===== src/verilog/rtcc_pkg.sv =====
// Constants and types shared by the serial calendar clock core
package rtcc_pkg;

  // ==========================================================================
  // Register map (4-bit register pointer)
  localparam int          CMD_WRITE_BIT  = 7;
  localparam logic [3:0]  ADR_ALM_HSEC   = 4'h8;
  localparam logic [3:0]  ADR_ALM_DATE   = 4'hC;
  localparam logic [3:0]  ADR_CTRL       = 4'hD;
  localparam logic [3:0]  ADR_STAT       = 4'hE;
  localparam logic [3:0]  ADR_TRKL       = 4'hF;
  localparam logic [3:0]  PTR_STEP       = 4'h1;

  // Calendar byte index inside the time block
  localparam logic [2:0]  TI_HSEC        = 3'h0;
  localparam logic [2:0]  TI_SEC         = 3'h1;
  localparam logic [2:0]  TI_MIN         = 3'h2;
  localparam logic [2:0]  TI_HOUR        = 3'h3;
  localparam logic [2:0]  TI_DAY         = 3'h4;
  localparam logic [2:0]  TI_DATE        = 3'h5;
  localparam logic [2:0]  TI_MONTH       = 3'h6;
  localparam logic [2:0]  TI_YEAR        = 3'h7;

  // ==========================================================================
  // Field positions
  localparam int          HOUR_12_BIT    = 6;
  localparam int          HOUR_PM_BIT    = 5;
  localparam int          CENTURY_BIT    = 7;
  localparam int          ALM_MASK_BIT   = 7;
  localparam int          CTRL_IRQ_EN    = 0;
  localparam int          CTRL_WAVE_EN   = 2;
  localparam int          CTRL_RATE_LSB  = 3;
  localparam int          STAT_ALM_BIT   = 0;
  localparam logic [7:0]  STAT_MASK      = 8'h01;
  localparam logic [7:0]  ALM_FULL_MASK  = 8'hFF;
  localparam logic [7:0]  ALM_VAL_MASK   = 8'h7F;

  // ==========================================================================
  // Values after reset
  localparam logic [63:0] TIME_RST       = 64'h0001_0101_0000_0000;
  localparam logic [7:0]  CTRL_RST       = 8'h00;
  localparam logic [7:0]  TRKL_RST       = 8'h00;

  // ==========================================================================
  // Timing
  localparam int          OSC_HZ         = 32768;
  localparam int          TICK_HZ        = 100;
  localparam int          ACC_W          = 16;
  localparam logic [15:0] ACC_STEP       = 16'(TICK_HZ);
  localparam logic [15:0] ACC_WRAP       = 16'(OSC_HZ);
  localparam int          DIV_W          = 15;
  localparam int          DIV_8K_BIT     = 1;
  localparam int          DIV_4K_BIT     = 2;
  localparam int          DIV_1HZ_BIT    = 14;
  localparam int          CLK_PERIOD_NS  = 4;
  localparam int          RST_HOLD_NS    = 1000;
  localparam int          RST_HOLD_CYC   =
    (RST_HOLD_NS + CLK_PERIOD_NS - 1) / CLK_PERIOD_NS;
  localparam int          RST_CNT_W      = 16;
  localparam logic [15:0] RST_HOLD_LAST  = 16'(RST_HOLD_CYC - 1);

  // ==========================================================================
  // Enumerations
  typedef enum logic [1:0] {
    RATE_32K = 2'b00,
    RATE_8K  = 2'b01,
    RATE_4K  = 2'b10,
    RATE_1HZ = 2'b11
  } rtcc_rate_e;

  typedef enum logic [1:0] {
    SER_IDLE = 2'b00,
    SER_ADDR = 2'b01,
    SER_DATA = 2'b11,
    SER_DEAD = 2'b10
  } rtcc_ser_e;

endpackage : rtcc_pkg

===== src/verilog/rtcc_calendar.sv =====
// BCD calendar counters with write port and tick-driven cascade
`timescale 1ns/1ps
`default_nettype none

module rtcc_calendar
  import rtcc_pkg::*;
(
  input  wire logic            clk,
  input  wire logic            rst_n,
  input  wire logic            en,
  input  wire logic            tick,
  input  wire logic            wr_en,
  input  wire logic [2:0]      wr_addr,
  input  wire logic [7:0]      wr_data,
  output logic      [7:0][7:0] time_regs
);

  typedef struct packed {
    logic [7:0][7:0] t;
  } rtcc_cal_s;

  rtcc_cal_s  q;
  rtcc_cal_s  next_q;
  logic [8:0] r;
  logic [7:0] hr;
  logic       pm;
  logic       day_carry;

  // ==========================================================================
  // Helpers
  function automatic logic [8:0] bcd_step(input logic [7:0] v,
                                          input logic [7:0] last,
                                          input logic [7:0] first);
    if (v == last) begin
      return {1'b1, first};
    end else if (v[3:0] == 4'h9) begin
      return {1'b0, v[7:4] + 4'h1, 4'h0};
    end else begin
      return {1'b0, v[7:4], v[3:0] + 4'h1};
    end
  endfunction : bcd_step

  function automatic logic [7:0] month_last(input logic [4:0] m,
                                            input logic [7:0] y);
    logic leap;
    leap = y[4] ? (y[3:0] == 4'h2 || y[3:0] == 4'h6)
                : (y[3:0] == 4'h0 || y[3:0] == 4'h4 || y[3:0] == 4'h8);
    case (m)
      5'h02:   return leap ? 8'h29 : 8'h28;
      5'h04,
      5'h06,
      5'h09,
      5'h11:   return 8'h30;
      default: return 8'h31;
    endcase
  endfunction : month_last

  // ==========================================================================
  // Cascade
  always_comb begin
    next_q    = q;
    r         = '0;
    hr        = '0;
    pm        = 1'b0;
    day_carry = 1'b0;
    if (tick) begin
      r = bcd_step(q.t[TI_HSEC], 8'h99, 8'h00);
      next_q.t[TI_HSEC] = r[7:0];
      if (r[8]) begin
        r = bcd_step({1'b0, q.t[TI_SEC][6:0]}, 8'h59, 8'h00);
        next_q.t[TI_SEC] = r[7:0];
        if (r[8]) begin
          r = bcd_step({1'b0, q.t[TI_MIN][6:0]}, 8'h59, 8'h00);
          next_q.t[TI_MIN] = r[7:0];
          if (r[8]) begin
            if (q.t[TI_HOUR][HOUR_12_BIT]) begin
              hr = {3'b000, q.t[TI_HOUR][4:0]};
              pm = q.t[TI_HOUR][HOUR_PM_BIT];
              if (hr == 8'h11) begin
                next_q.t[TI_HOUR] = {2'b01, ~pm, 5'h12};
                day_carry = pm;
              end else if (hr == 8'h12) begin
                next_q.t[TI_HOUR] = {2'b01, pm, 5'h01};
              end else begin
                r = bcd_step(hr, 8'h12, 8'h01);
                next_q.t[TI_HOUR] = {2'b01, pm, r[4:0]};
              end
            end else begin
              r = bcd_step({2'b00, q.t[TI_HOUR][5:0]}, 8'h23, 8'h00);
              next_q.t[TI_HOUR] = r[7:0];
              day_carry = r[8];
            end
            if (day_carry) begin
              r = bcd_step({5'h00, q.t[TI_DAY][2:0]}, 8'h07, 8'h01);
              next_q.t[TI_DAY] = r[7:0];
              r = bcd_step({2'b00, q.t[TI_DATE][5:0]},
                           month_last(q.t[TI_MONTH][4:0], q.t[TI_YEAR]),
                           8'h01);
              next_q.t[TI_DATE] = r[7:0];
              if (r[8]) begin
                r = bcd_step({3'b000, q.t[TI_MONTH][4:0]}, 8'h12, 8'h01);
                next_q.t[TI_MONTH] = {q.t[TI_MONTH][CENTURY_BIT], 2'b00,
                                      r[4:0]};
                if (r[8]) begin
                  r = bcd_step(q.t[TI_YEAR], 8'h99, 8'h00);
                  next_q.t[TI_YEAR] = r[7:0];
                  next_q.t[TI_MONTH][CENTURY_BIT] =
                    q.t[TI_MONTH][CENTURY_BIT] ^ r[8];
                end
              end
            end
          end
        end
      end
    end
    // A host write lands on that byte only; the rest keeps cascading
    if (wr_en) begin
      next_q.t[wr_addr] = wr_data;
    end
  end

  always_ff @(posedge clk or negedge rst_n) begin
    if (!rst_n) begin
      q.t <= TIME_RST;
    end else if (en) begin
      q <= next_q;
    end
  end

  assign time_regs = q.t;

endmodule : rtcc_calendar

`default_nettype wire


===== src/verilog/rtcc_core.sv =====
// Serial calendar clock core: serial slave, alarm, wave output, supply gate
// ============================================================================
`timescale 1ns/1ps
`default_nettype none

module rtcc_core
  import rtcc_pkg::*;
(
  input  wire logic       clk,
  input  wire logic       rst_n,
  input  wire logic       en,
  input  wire logic       mode_3w,
  input  wire logic       cs_n,
  input  wire logic       ce,
  input  wire logic       sclk,
  input  wire logic       din,
  output logic            dout,
  output logic            dout_oe_n,
  input  wire logic       io_in,
  output logic            io_out,
  output logic            io_oe_n,
  input  wire logic       osc_32k,
  input  wire logic       supply_ok,
  output logic            rst_out_n,
  output logic            wave_or_irq_out,
  output logic            wave_or_irq_oe_n,
  output logic            alarm_flag,
  output logic      [7:0] trickle_cfg
);

  // ==========================================================================
  // State
  typedef struct packed {
    logic                 osc_a;
    logic                 osc_b;
    logic                 osc_c;
    logic                 sclk_a;
    logic                 sclk_b;
    logic                 sclk_c;
    logic                 cs_a;
    logic                 cs_b;
    logic                 ce_a;
    logic                 ce_b;
    logic                 din_a;
    logic                 din_b;
    logic                 io_a;
    logic                 io_b;
    logic                 sup_a;
    logic                 sup_b;
    logic                 sel_d;
    logic [ACC_W-1:0]     acc;
    logic [DIV_W-1:0]     div;
    logic                 tick;
    logic                 tick_d;
    rtcc_ser_e            ser;
    logic [2:0]           bitcnt;
    logic [7:0]           shin;
    logic [7:0]           shout;
    logic [3:0]           ptr;
    logic                 is_wr;
    logic [7:0][7:0]      shadow;
    logic [4:0][7:0]      alarm;
    logic [7:0]           ctrl;
    logic [7:0]           stat;
    logic [7:0]           trkl;
    logic [RST_CNT_W-1:0] rst_cnt;
    logic                 rst_rel;
    logic                 cal_wr;
    logic [2:0]           cal_addr;
    logic [7:0]           cal_data;
    logic                 dout;
    logic                 dout_oe_n;
    logic                 io_out;
    logic                 io_oe_n;
    logic                 wave_lvl_out;
    logic                 wave_oe_n;
  } rtcc_core_s;

  rtcc_core_s      q;
  rtcc_core_s      next_q;
  logic [7:0][7:0] time_regs;
  logic [4:0]      match;
  logic            osc_rise;
  logic            sclk_rise;
  logic            sclk_fall;
  logic            sel;
  logic            din_v;
  logic            wave_lvl;
  logic [7:0]      byte_in;
  logic [ACC_W-1:0] acc_sum;

  // ==========================================================================
  // Register access helpers
  function automatic logic [7:0] rd_byte(input rtcc_core_s s,
                                         input logic [3:0] a);
    if (!a[3]) begin
      return s.shadow[a[2:0]];
    end else if (a == ADR_CTRL) begin
      return s.ctrl;
    end else if (a == ADR_STAT) begin
      return s.stat & STAT_MASK;
    end else if (a == ADR_TRKL) begin
      return s.trkl;
    end else begin
      return s.alarm[a[2:0]];
    end
  endfunction : rd_byte

  // ==========================================================================
  // Calendar
  rtcc_calendar u_calendar (
    .clk       (clk),
    .rst_n     (rst_n),
    .en        (en),
    .tick      (q.tick),
    .wr_en     (q.cal_wr),
    .wr_addr   (q.cal_addr),
    .wr_data   (q.cal_data),
    .time_regs (time_regs)
  );

  // ==========================================================================
  // Alarm match, one comparator per alarm byte
  genvar gi;
  for (gi = 0; gi < 5; gi++) begin : g_alm
    localparam logic [2:0] TIDX = (gi == 4) ? TI_DATE : 3'(gi);
    localparam logic [7:0] CMP  = (gi == 0) ? ALM_FULL_MASK : ALM_VAL_MASK;
    assign match[gi] = ((gi != 0) && q.alarm[gi][ALM_MASK_BIT]) ||
                       (((q.alarm[gi] ^ time_regs[TIDX]) & CMP) == 8'h00);
  end

  // ==========================================================================
  // Next state
  always_comb begin
    next_q    = q;
    byte_in   = 8'h00;
    wave_lvl  = 1'b0;
    acc_sum   = q.acc + ACC_STEP;
    osc_rise  = q.osc_b & ~q.osc_c;
    sclk_rise = q.sclk_b & ~q.sclk_c;
    sclk_fall = ~q.sclk_b & q.sclk_c;
    sel       = mode_3w ? q.ce_b : ~q.cs_b;
    din_v     = mode_3w ? q.io_b : q.din_b;

    // Pin synchronisers
    next_q.osc_a  = osc_32k;
    next_q.osc_b  = q.osc_a;
    next_q.osc_c  = q.osc_b;
    next_q.sclk_a = sclk;
    next_q.sclk_b = q.sclk_a;
    next_q.sclk_c = q.sclk_b;
    next_q.cs_a   = cs_n;
    next_q.cs_b   = q.cs_a;
    next_q.ce_a   = ce;
    next_q.ce_b   = q.ce_a;
    next_q.din_a  = din;
    next_q.din_b  = q.din_a;
    next_q.io_a   = io_in;
    next_q.io_b   = q.io_a;
    next_q.sup_a  = supply_ok;
    next_q.sup_b  = q.sup_a;

    // Hundredths tick: 100 ticks per 32768 oscillator edges, exactly
    next_q.tick   = 1'b0;
    next_q.tick_d = q.tick;
    if (osc_rise) begin
      next_q.div = q.div + 1'b1;
      if (acc_sum >= ACC_WRAP) begin
        next_q.acc  = acc_sum - ACC_WRAP;
        next_q.tick = 1'b1;
      end else begin
        next_q.acc = acc_sum;
      end
    end

    // Supply monitor reset with hold-off after recovery
    if (!q.sup_b) begin
      next_q.rst_rel = 1'b0;
      next_q.rst_cnt = '0;
    end else if (!q.rst_rel) begin
      if (q.rst_cnt == RST_HOLD_LAST) begin
        next_q.rst_rel = 1'b1;
      end else begin
        next_q.rst_cnt = q.rst_cnt + 1'b1;
      end
    end

    // Serial slave: it only ever answers the host's clock
    next_q.sel_d  = sel;
    next_q.cal_wr = 1'b0;
    if (!sel) begin
      next_q.ser       = SER_IDLE;
      next_q.dout_oe_n = 1'b1;
      next_q.io_oe_n   = 1'b1;
    end else if (!q.sel_d) begin
      next_q.shadow = time_regs;
      next_q.bitcnt = 3'h0;
      next_q.ser    = q.rst_rel ? SER_ADDR : SER_DEAD;
    end else if (!q.rst_rel) begin
      // A supply drop mid-frame kills the rest of the frame
      next_q.ser       = SER_DEAD;
      next_q.dout_oe_n = 1'b1;
      next_q.io_oe_n   = 1'b1;
    end else if (q.ser == SER_ADDR || q.ser == SER_DATA) begin
      if (sclk_rise) begin
        next_q.shin   = {q.shin[6:0], din_v};
        next_q.bitcnt = q.bitcnt + 3'h1;
        if (q.bitcnt == 3'h7) begin
          byte_in = {q.shin[6:0], din_v};
          if (q.ser == SER_ADDR) begin
            next_q.ser   = SER_DATA;
            next_q.is_wr = byte_in[CMD_WRITE_BIT];
            if (byte_in[CMD_WRITE_BIT]) begin
              next_q.ptr = byte_in[3:0];
            end else begin
              next_q.shout = rd_byte(q, byte_in[3:0]);
              next_q.ptr   = byte_in[3:0] + PTR_STEP;
            end
          end else begin
            next_q.ptr = q.ptr + PTR_STEP;
            if (q.is_wr) begin
              if (!q.ptr[3]) begin
                next_q.cal_wr   = 1'b1;
                next_q.cal_addr = q.ptr[2:0];
                next_q.cal_data = byte_in;
              end else if (q.ptr == ADR_CTRL) begin
                next_q.ctrl = byte_in;
              end else if (q.ptr == ADR_STAT) begin
                next_q.stat = q.stat & byte_in & STAT_MASK;
              end else if (q.ptr == ADR_TRKL) begin
                next_q.trkl = byte_in;
              end else begin
                next_q.alarm[q.ptr[2:0]] = byte_in;
              end
            end else begin
              next_q.shout = rd_byte(q, q.ptr);
            end
          end
        end
      end
      // Read data changes on the falling edge, host samples on rising
      if (sclk_fall && q.ser == SER_DATA && !q.is_wr) begin
        next_q.shout = {q.shout[6:0], 1'b0};
        if (mode_3w) begin
          next_q.io_out  = q.shout[7];
          next_q.io_oe_n = 1'b0;
        end else begin
          next_q.dout      = q.shout[7];
          next_q.dout_oe_n = 1'b0;
        end
      end
    end

    // Alarm flag: a match beats a same-cycle clear by the host
    if (q.tick_d && (&match)) begin
      next_q.stat[STAT_ALM_BIT] = 1'b1;
    end

    // Combined pin: wave when enabled, else active-low interrupt
    case (rtcc_rate_e'(q.ctrl[CTRL_RATE_LSB +: 2]))
      RATE_32K: wave_lvl = q.osc_b;
      RATE_8K:  wave_lvl = q.div[DIV_8K_BIT];
      RATE_4K:  wave_lvl = q.div[DIV_4K_BIT];
      RATE_1HZ: wave_lvl = q.div[DIV_1HZ_BIT];
      default:  wave_lvl = 1'b0;
    endcase
    // Nothing here looks at supply state, so it keeps going on backup
    if (q.ctrl[CTRL_WAVE_EN]) begin
      next_q.wave_oe_n = wave_lvl;
    end else begin
      next_q.wave_oe_n = ~(q.stat[STAT_ALM_BIT] & q.ctrl[CTRL_IRQ_EN]);
    end
    next_q.wave_lvl_out = 1'b0;
  end

  // ==========================================================================
  // Registers; no supply input touches them, so contents ride on backup
  always_ff @(posedge clk or negedge rst_n) begin
    if (!rst_n) begin
      q           <= '0;
      // Pin copies start at idle levels so reset shows no false edge
      q.sclk_a    <= 1'b1;
      q.sclk_b    <= 1'b1;
      q.sclk_c    <= 1'b1;
      q.cs_a      <= 1'b1;
      q.cs_b      <= 1'b1;
      q.ser       <= SER_IDLE;
      q.ctrl      <= CTRL_RST;
      q.trkl      <= TRKL_RST;
      q.dout_oe_n <= 1'b1;
      q.io_oe_n   <= 1'b1;
      q.wave_oe_n <= 1'b1;
    end else if (en) begin
      q <= next_q;
    end
  end

  // ==========================================================================
  // Outputs
  assign dout             = q.dout;
  assign dout_oe_n        = q.dout_oe_n;
  assign io_out           = q.io_out;
  assign io_oe_n          = q.io_oe_n;
  assign rst_out_n        = q.rst_rel;
  assign wave_or_irq_out  = q.wave_lvl_out;
  assign wave_or_irq_oe_n = q.wave_oe_n;
  assign alarm_flag       = q.stat[STAT_ALM_BIT];
  assign trickle_cfg      = q.trkl;

endmodule : rtcc_core

`default_nettype wire


===== config.mk =====
export PLATFORM = sky130hd
export DESIGN_NAME = rtcc_core
export DESIGN_NICKNAME = d
export VERILOG_FILES = /design/src/verilog/rtcc_pkg.sv /design/src/verilog/rtcc_calendar.sv /design/src/verilog/rtcc_core.sv
export SDC_FILE = /design/constraint.sdc
export NUM_CORES = 1
export LEC_CHECK = 0
export BUFFER_PORTS_ARGS = -buffer_cell sky130_fd_sc_hd__buf_2
export CORE_MARGIN = 3
export CORE_UTILIZATION = 47
export CTS_BUF_LIST = sky130_fd_sc_hd__clkbuf_8
export CTS_CLUSTER_DIAMETER = 120
export CTS_CLUSTER_SIZE = 25
export DETAILED_ROUTE_END_ITERATION = 12
export HOLD_SLACK_MARGIN = 0.08
export PLACE_DENSITY_LB_ADDON = 0.25
export SLEW_MARGIN = 40
export SYNTH_ARGS = -nofsm -noshare
export SYNTH_HDL_FRONTEND = slang
export SYNTH_SLANG_ARGS = --single-unit

===== constraint.sdc =====
create_clock -name clk -period 5.3 [get_ports clk]
set_clock_uncertainty 0.1 [all_clocks]
set_input_delay 0.53 -clock clk [delete_from_list [all_inputs] [get_ports clk]]
set_output_delay 0.53 -clock clk [all_outputs]
set_load 0.005 [all_outputs]

==> summary.md <==
| Metric | Value |
|---|---|
| Area contributors post-synth | dfrtp_1 (42%), mux2_2 (10%), o21ai_0 (3.6%) |
| Worst Path Max Fanout | 13 |
| Hold Path Class | in2reg |
| # placed instances | 2078 |
| DRT iter0 DRCs | 1558 |
| Critical Path Stages | 7 |
| TritonRoute pass-1 iters | 7 |
| Initial antenna violation count | 0 |
| Area leader, netlist | dfrtp_1 |
| Prevailing post-synth register cell | dfrtp_1 |
| Mapped Cells | 1701 |
| Antenna diodes | 0 |
| Slowest stage cell, crit path | or3_1 |
| Fmax | 287 MHz |
| TritonCTS Buffers | 15 |
| Final setup fails | 0 |
| Remaining DRCs | 0 |
| Worst VDD drop | 0.000180 V |
| Critical Path End | u_calendar.time_regs[55] |
| Mean Syn Cell Area | 9.90 µm² |
| Clock tree sinks | 292 |
| Area added between synthesis and finish | 4.76% |
| RSZ-0062 raised after global routing | false |
| Die width | 195 µm |
| Chip Height | 195 µm |
| Hold path startpoint | din |
| WP data arrival | 3.85 ns |
| Leak | 7.58 nW |
| Sequential area share after synthesis | 43.5% |
| Multiplexer share of the synthesized area | 14.9% |
| Fin Setup TNS | 0 ns |
| Syn Std Cell Area | 16800 µm² |
| Core ar. | 34900 µm² |
| Reg2reg start | u_calendar.time_regs[20] |
| Worst Hold Margin | 0.109 ns |
| Gr usage total | 26.2% |
| Maximum number of pins on one net before global-route repair | 102 |
| Crit share post-route | 65.7% |
| Synth Area in Compound Gates | 15.3% |
| Vias in the first global route | 12900 |
| Max stage delay on crit path | 0.64 ns |
| Count of final hold-check violations | 0 |
| Critical path type | reg2reg |
| Die ar. | 38100 µm² |
| Vias | 13600 |
| Most frequent cells in the layout | dfrtp_1 (278), nand2_1 (160), mux2_2 (152), nor2_1 (124), o21ai_0 (121) |
| H-tree levels | 1 |
| Tmin final | 3.48 ns |
| Final std cells w/o fill | 2105 |
| Relative slew slack | 39.6% |
| Post-synthesis adder-cell area fraction | 2.38% |
| Layout cells sized above 1 | 17.7% |
| Final wirelength | 50900 µm |
| First-pass GRT wire length | 79000 µm |
| Worst setup EP type | register |
| Simple-Gate Fraction of Synth Area | 15.9% |
| DP HPWL | 35800 µm |
| PwrDens | 258 nW/µm² |
| Remaining global-route overflow | 0 |
| CP cell instances | ha_1 > nand4b_1 > or4_4 > or3_1 > nor4b_4 > nand2_1 > a311o_1 |
| Top cell type's share of synthesized area | 41.8% |
| XOR/XNOR Fraction of Synth Area | 3.85% |
| Worst Tran Pin Value | 0.905 ns |
| R2R setup slack | 1.82 ns |
| Worst Setup SP | u_calendar.time_regs[20] |
| Net count, final | 1689 |
| Worst Setup Start Kind | register |
| Worst-path clk slew | 0.16 ns |
| FP Rows | 68 |
| Vias per cell | 6.46 |
| Clk buf depth | 3 |
| Final antenna-violating net count | 0 |
| # IOs | 27 |
| Initial Utilization | 48.3% |
| Worst Path Buf+Inv | 0 |
| FF-to-FF path depth | 7 |
| I/O Buffers | 25 |
| Post-synth EDFFs | 0 |
| WP data required | 5.67 ns |
| Post-synthesis net count | 1744 |
| Status | completed |
| Yosys cell types | 81 |
| CP top delay family | simple AND/OR/NAND/NOR gates |
| Ys async rst share | 100% |
| Post-CTS setup buffer count | 0 |
| YS warnings | 0 |
| FF-to-FF End | u_calendar.time_regs[55] |
| Clk root buf | clkbuf_8 |
| Fin. max-slew vios | 0 |
| GPL Wtd Cong | 0.946 |
| Post-synthesis register bit count | 292 |
| MaxCap Viol Count | 0 |
| Fillers | 3191 |
| Routed length per instance | 24.2 µm |
| Tot Pwr | 4.56 mW |
| TritonCTS clock tree | done |
| Worst skew pair latency | 0.58 ns |
| Most common cell after layout, fill and taps aside | dfrtp_1 |
| Largest family of logic cells by synthesized area | simple AND/OR/NAND/NOR gates |
==> metal layers <==
| metal | up-vias | global-route usage [%] | wire length [µm] | share of wire, % |
|---|---|---|---|---|
| met5 | - | 0 | 0 | 0 |
| met4 | 0 | 8.21 | 1910 | 3.8 |
| met3 | 111 | 3.43 | 3720 | 7.3 |
| met2 | 542 | 40.2 | 22600 | 44 |
| met1 | 6875 | 38.8 | 22700 | 45 |
| li1 | 6064 | - | - | - |
==> what timing repair did <==
action                                  in CTS  in global routing
hold endpoints to repair                    39                  0
endpoints found under the setup margin       0                  0
gates resized for setup                      0                  0
hold buffers                                 6                  0
==> cell usage after synthesis (10+ instances only) <==
cell type  instances
dfrtp_1          281
nand2_1          160
mux2_2           152
nor2_1           127
o21ai_0          121
a21oi_1           91
clkbuf_1          89
nand3_1           50
xnor2_1           41
inv_1             35
mux2i_1           35
xor2_1            33
ha_1              32
nand4_1           26
nor3_1            26
a31oi_1           23
mux4_2            20
o31ai_1           19
nor2b_1           18
and3_1            17
nor4_1            17
a22oi_1           16
buf_1             16
nand2b_1          16
o22ai_1           16
o211ai_1          15
a22o_1            14
buf_2             13
dfstp_2           11
buf_4             10
==> worst min-delay path by stage <==
| stage | endpoint | slack [ns] | cells after the start |
|---|---|---|---|
| final | next_q[227] | 0.11 | 2 |
| after global routing | next_q[227] | 0.08 | 2 |
| after CTS | next_q[225] | 0.08 | 2 |
| after detailed placement | q[30] | 0.34 | 1 |
| after global placement | q[217] | 0.35 | 1 |
| after floorplan | alarm_flag | 0.13 | 0 |
==> metrics by stage <==
step	instance area, µm²	util, %	setup WS, ns
2_1_floorplan	16800	-	2.14
3_3_place_gp	17200	49.3	1.90
3_5_place_dp	17300	49.5	1.77
4_1_cts	17600	50.5	1.90
5_1_grt	17600	50.6	1.70
6_report	17600	50.6	1.82
==> report_power, final <==
group          leakage, nW  internal [mW]  switching [mW]  total [mW]
logic                 3.65          0.374           0.441       0.814
clock network        0.152          0.366           0.706        1.07
registers             3.78           2.42           0.248        2.67
==> cell type report <==
class | count | area (µm²) | area share, %
multi-input cells | 1243 | 8850 | 50.2
flip-flops and latches | 292 | 7320 | 41.5
clock buffers | 15 | 206 | 1.17
repair buffers | 58 | 470 | 2.67
inverters | 36 | 135 | 0.766
clock inverters | 6 | 78.8 | 0.447
well taps | 455 | 569 | 3.23
==> cells by family after synthesis <==
logic type	after synthesis
other	1
DFF	292
buffers and inverters	166
xor gates and xnor gates	74
and+or+nand+nor	527
muxes	207
adders and majority gates	32
AOI/OAI and AO/OA	402
==> sequential cells by signal (all words and copies together) (netlist names), 8 cells and up <==
signal	count
next_q	10
q	203
trickle_cfg	8
u_calendar.time_regs	64
No activity file was read; power rests on OpenSTA's default activity.
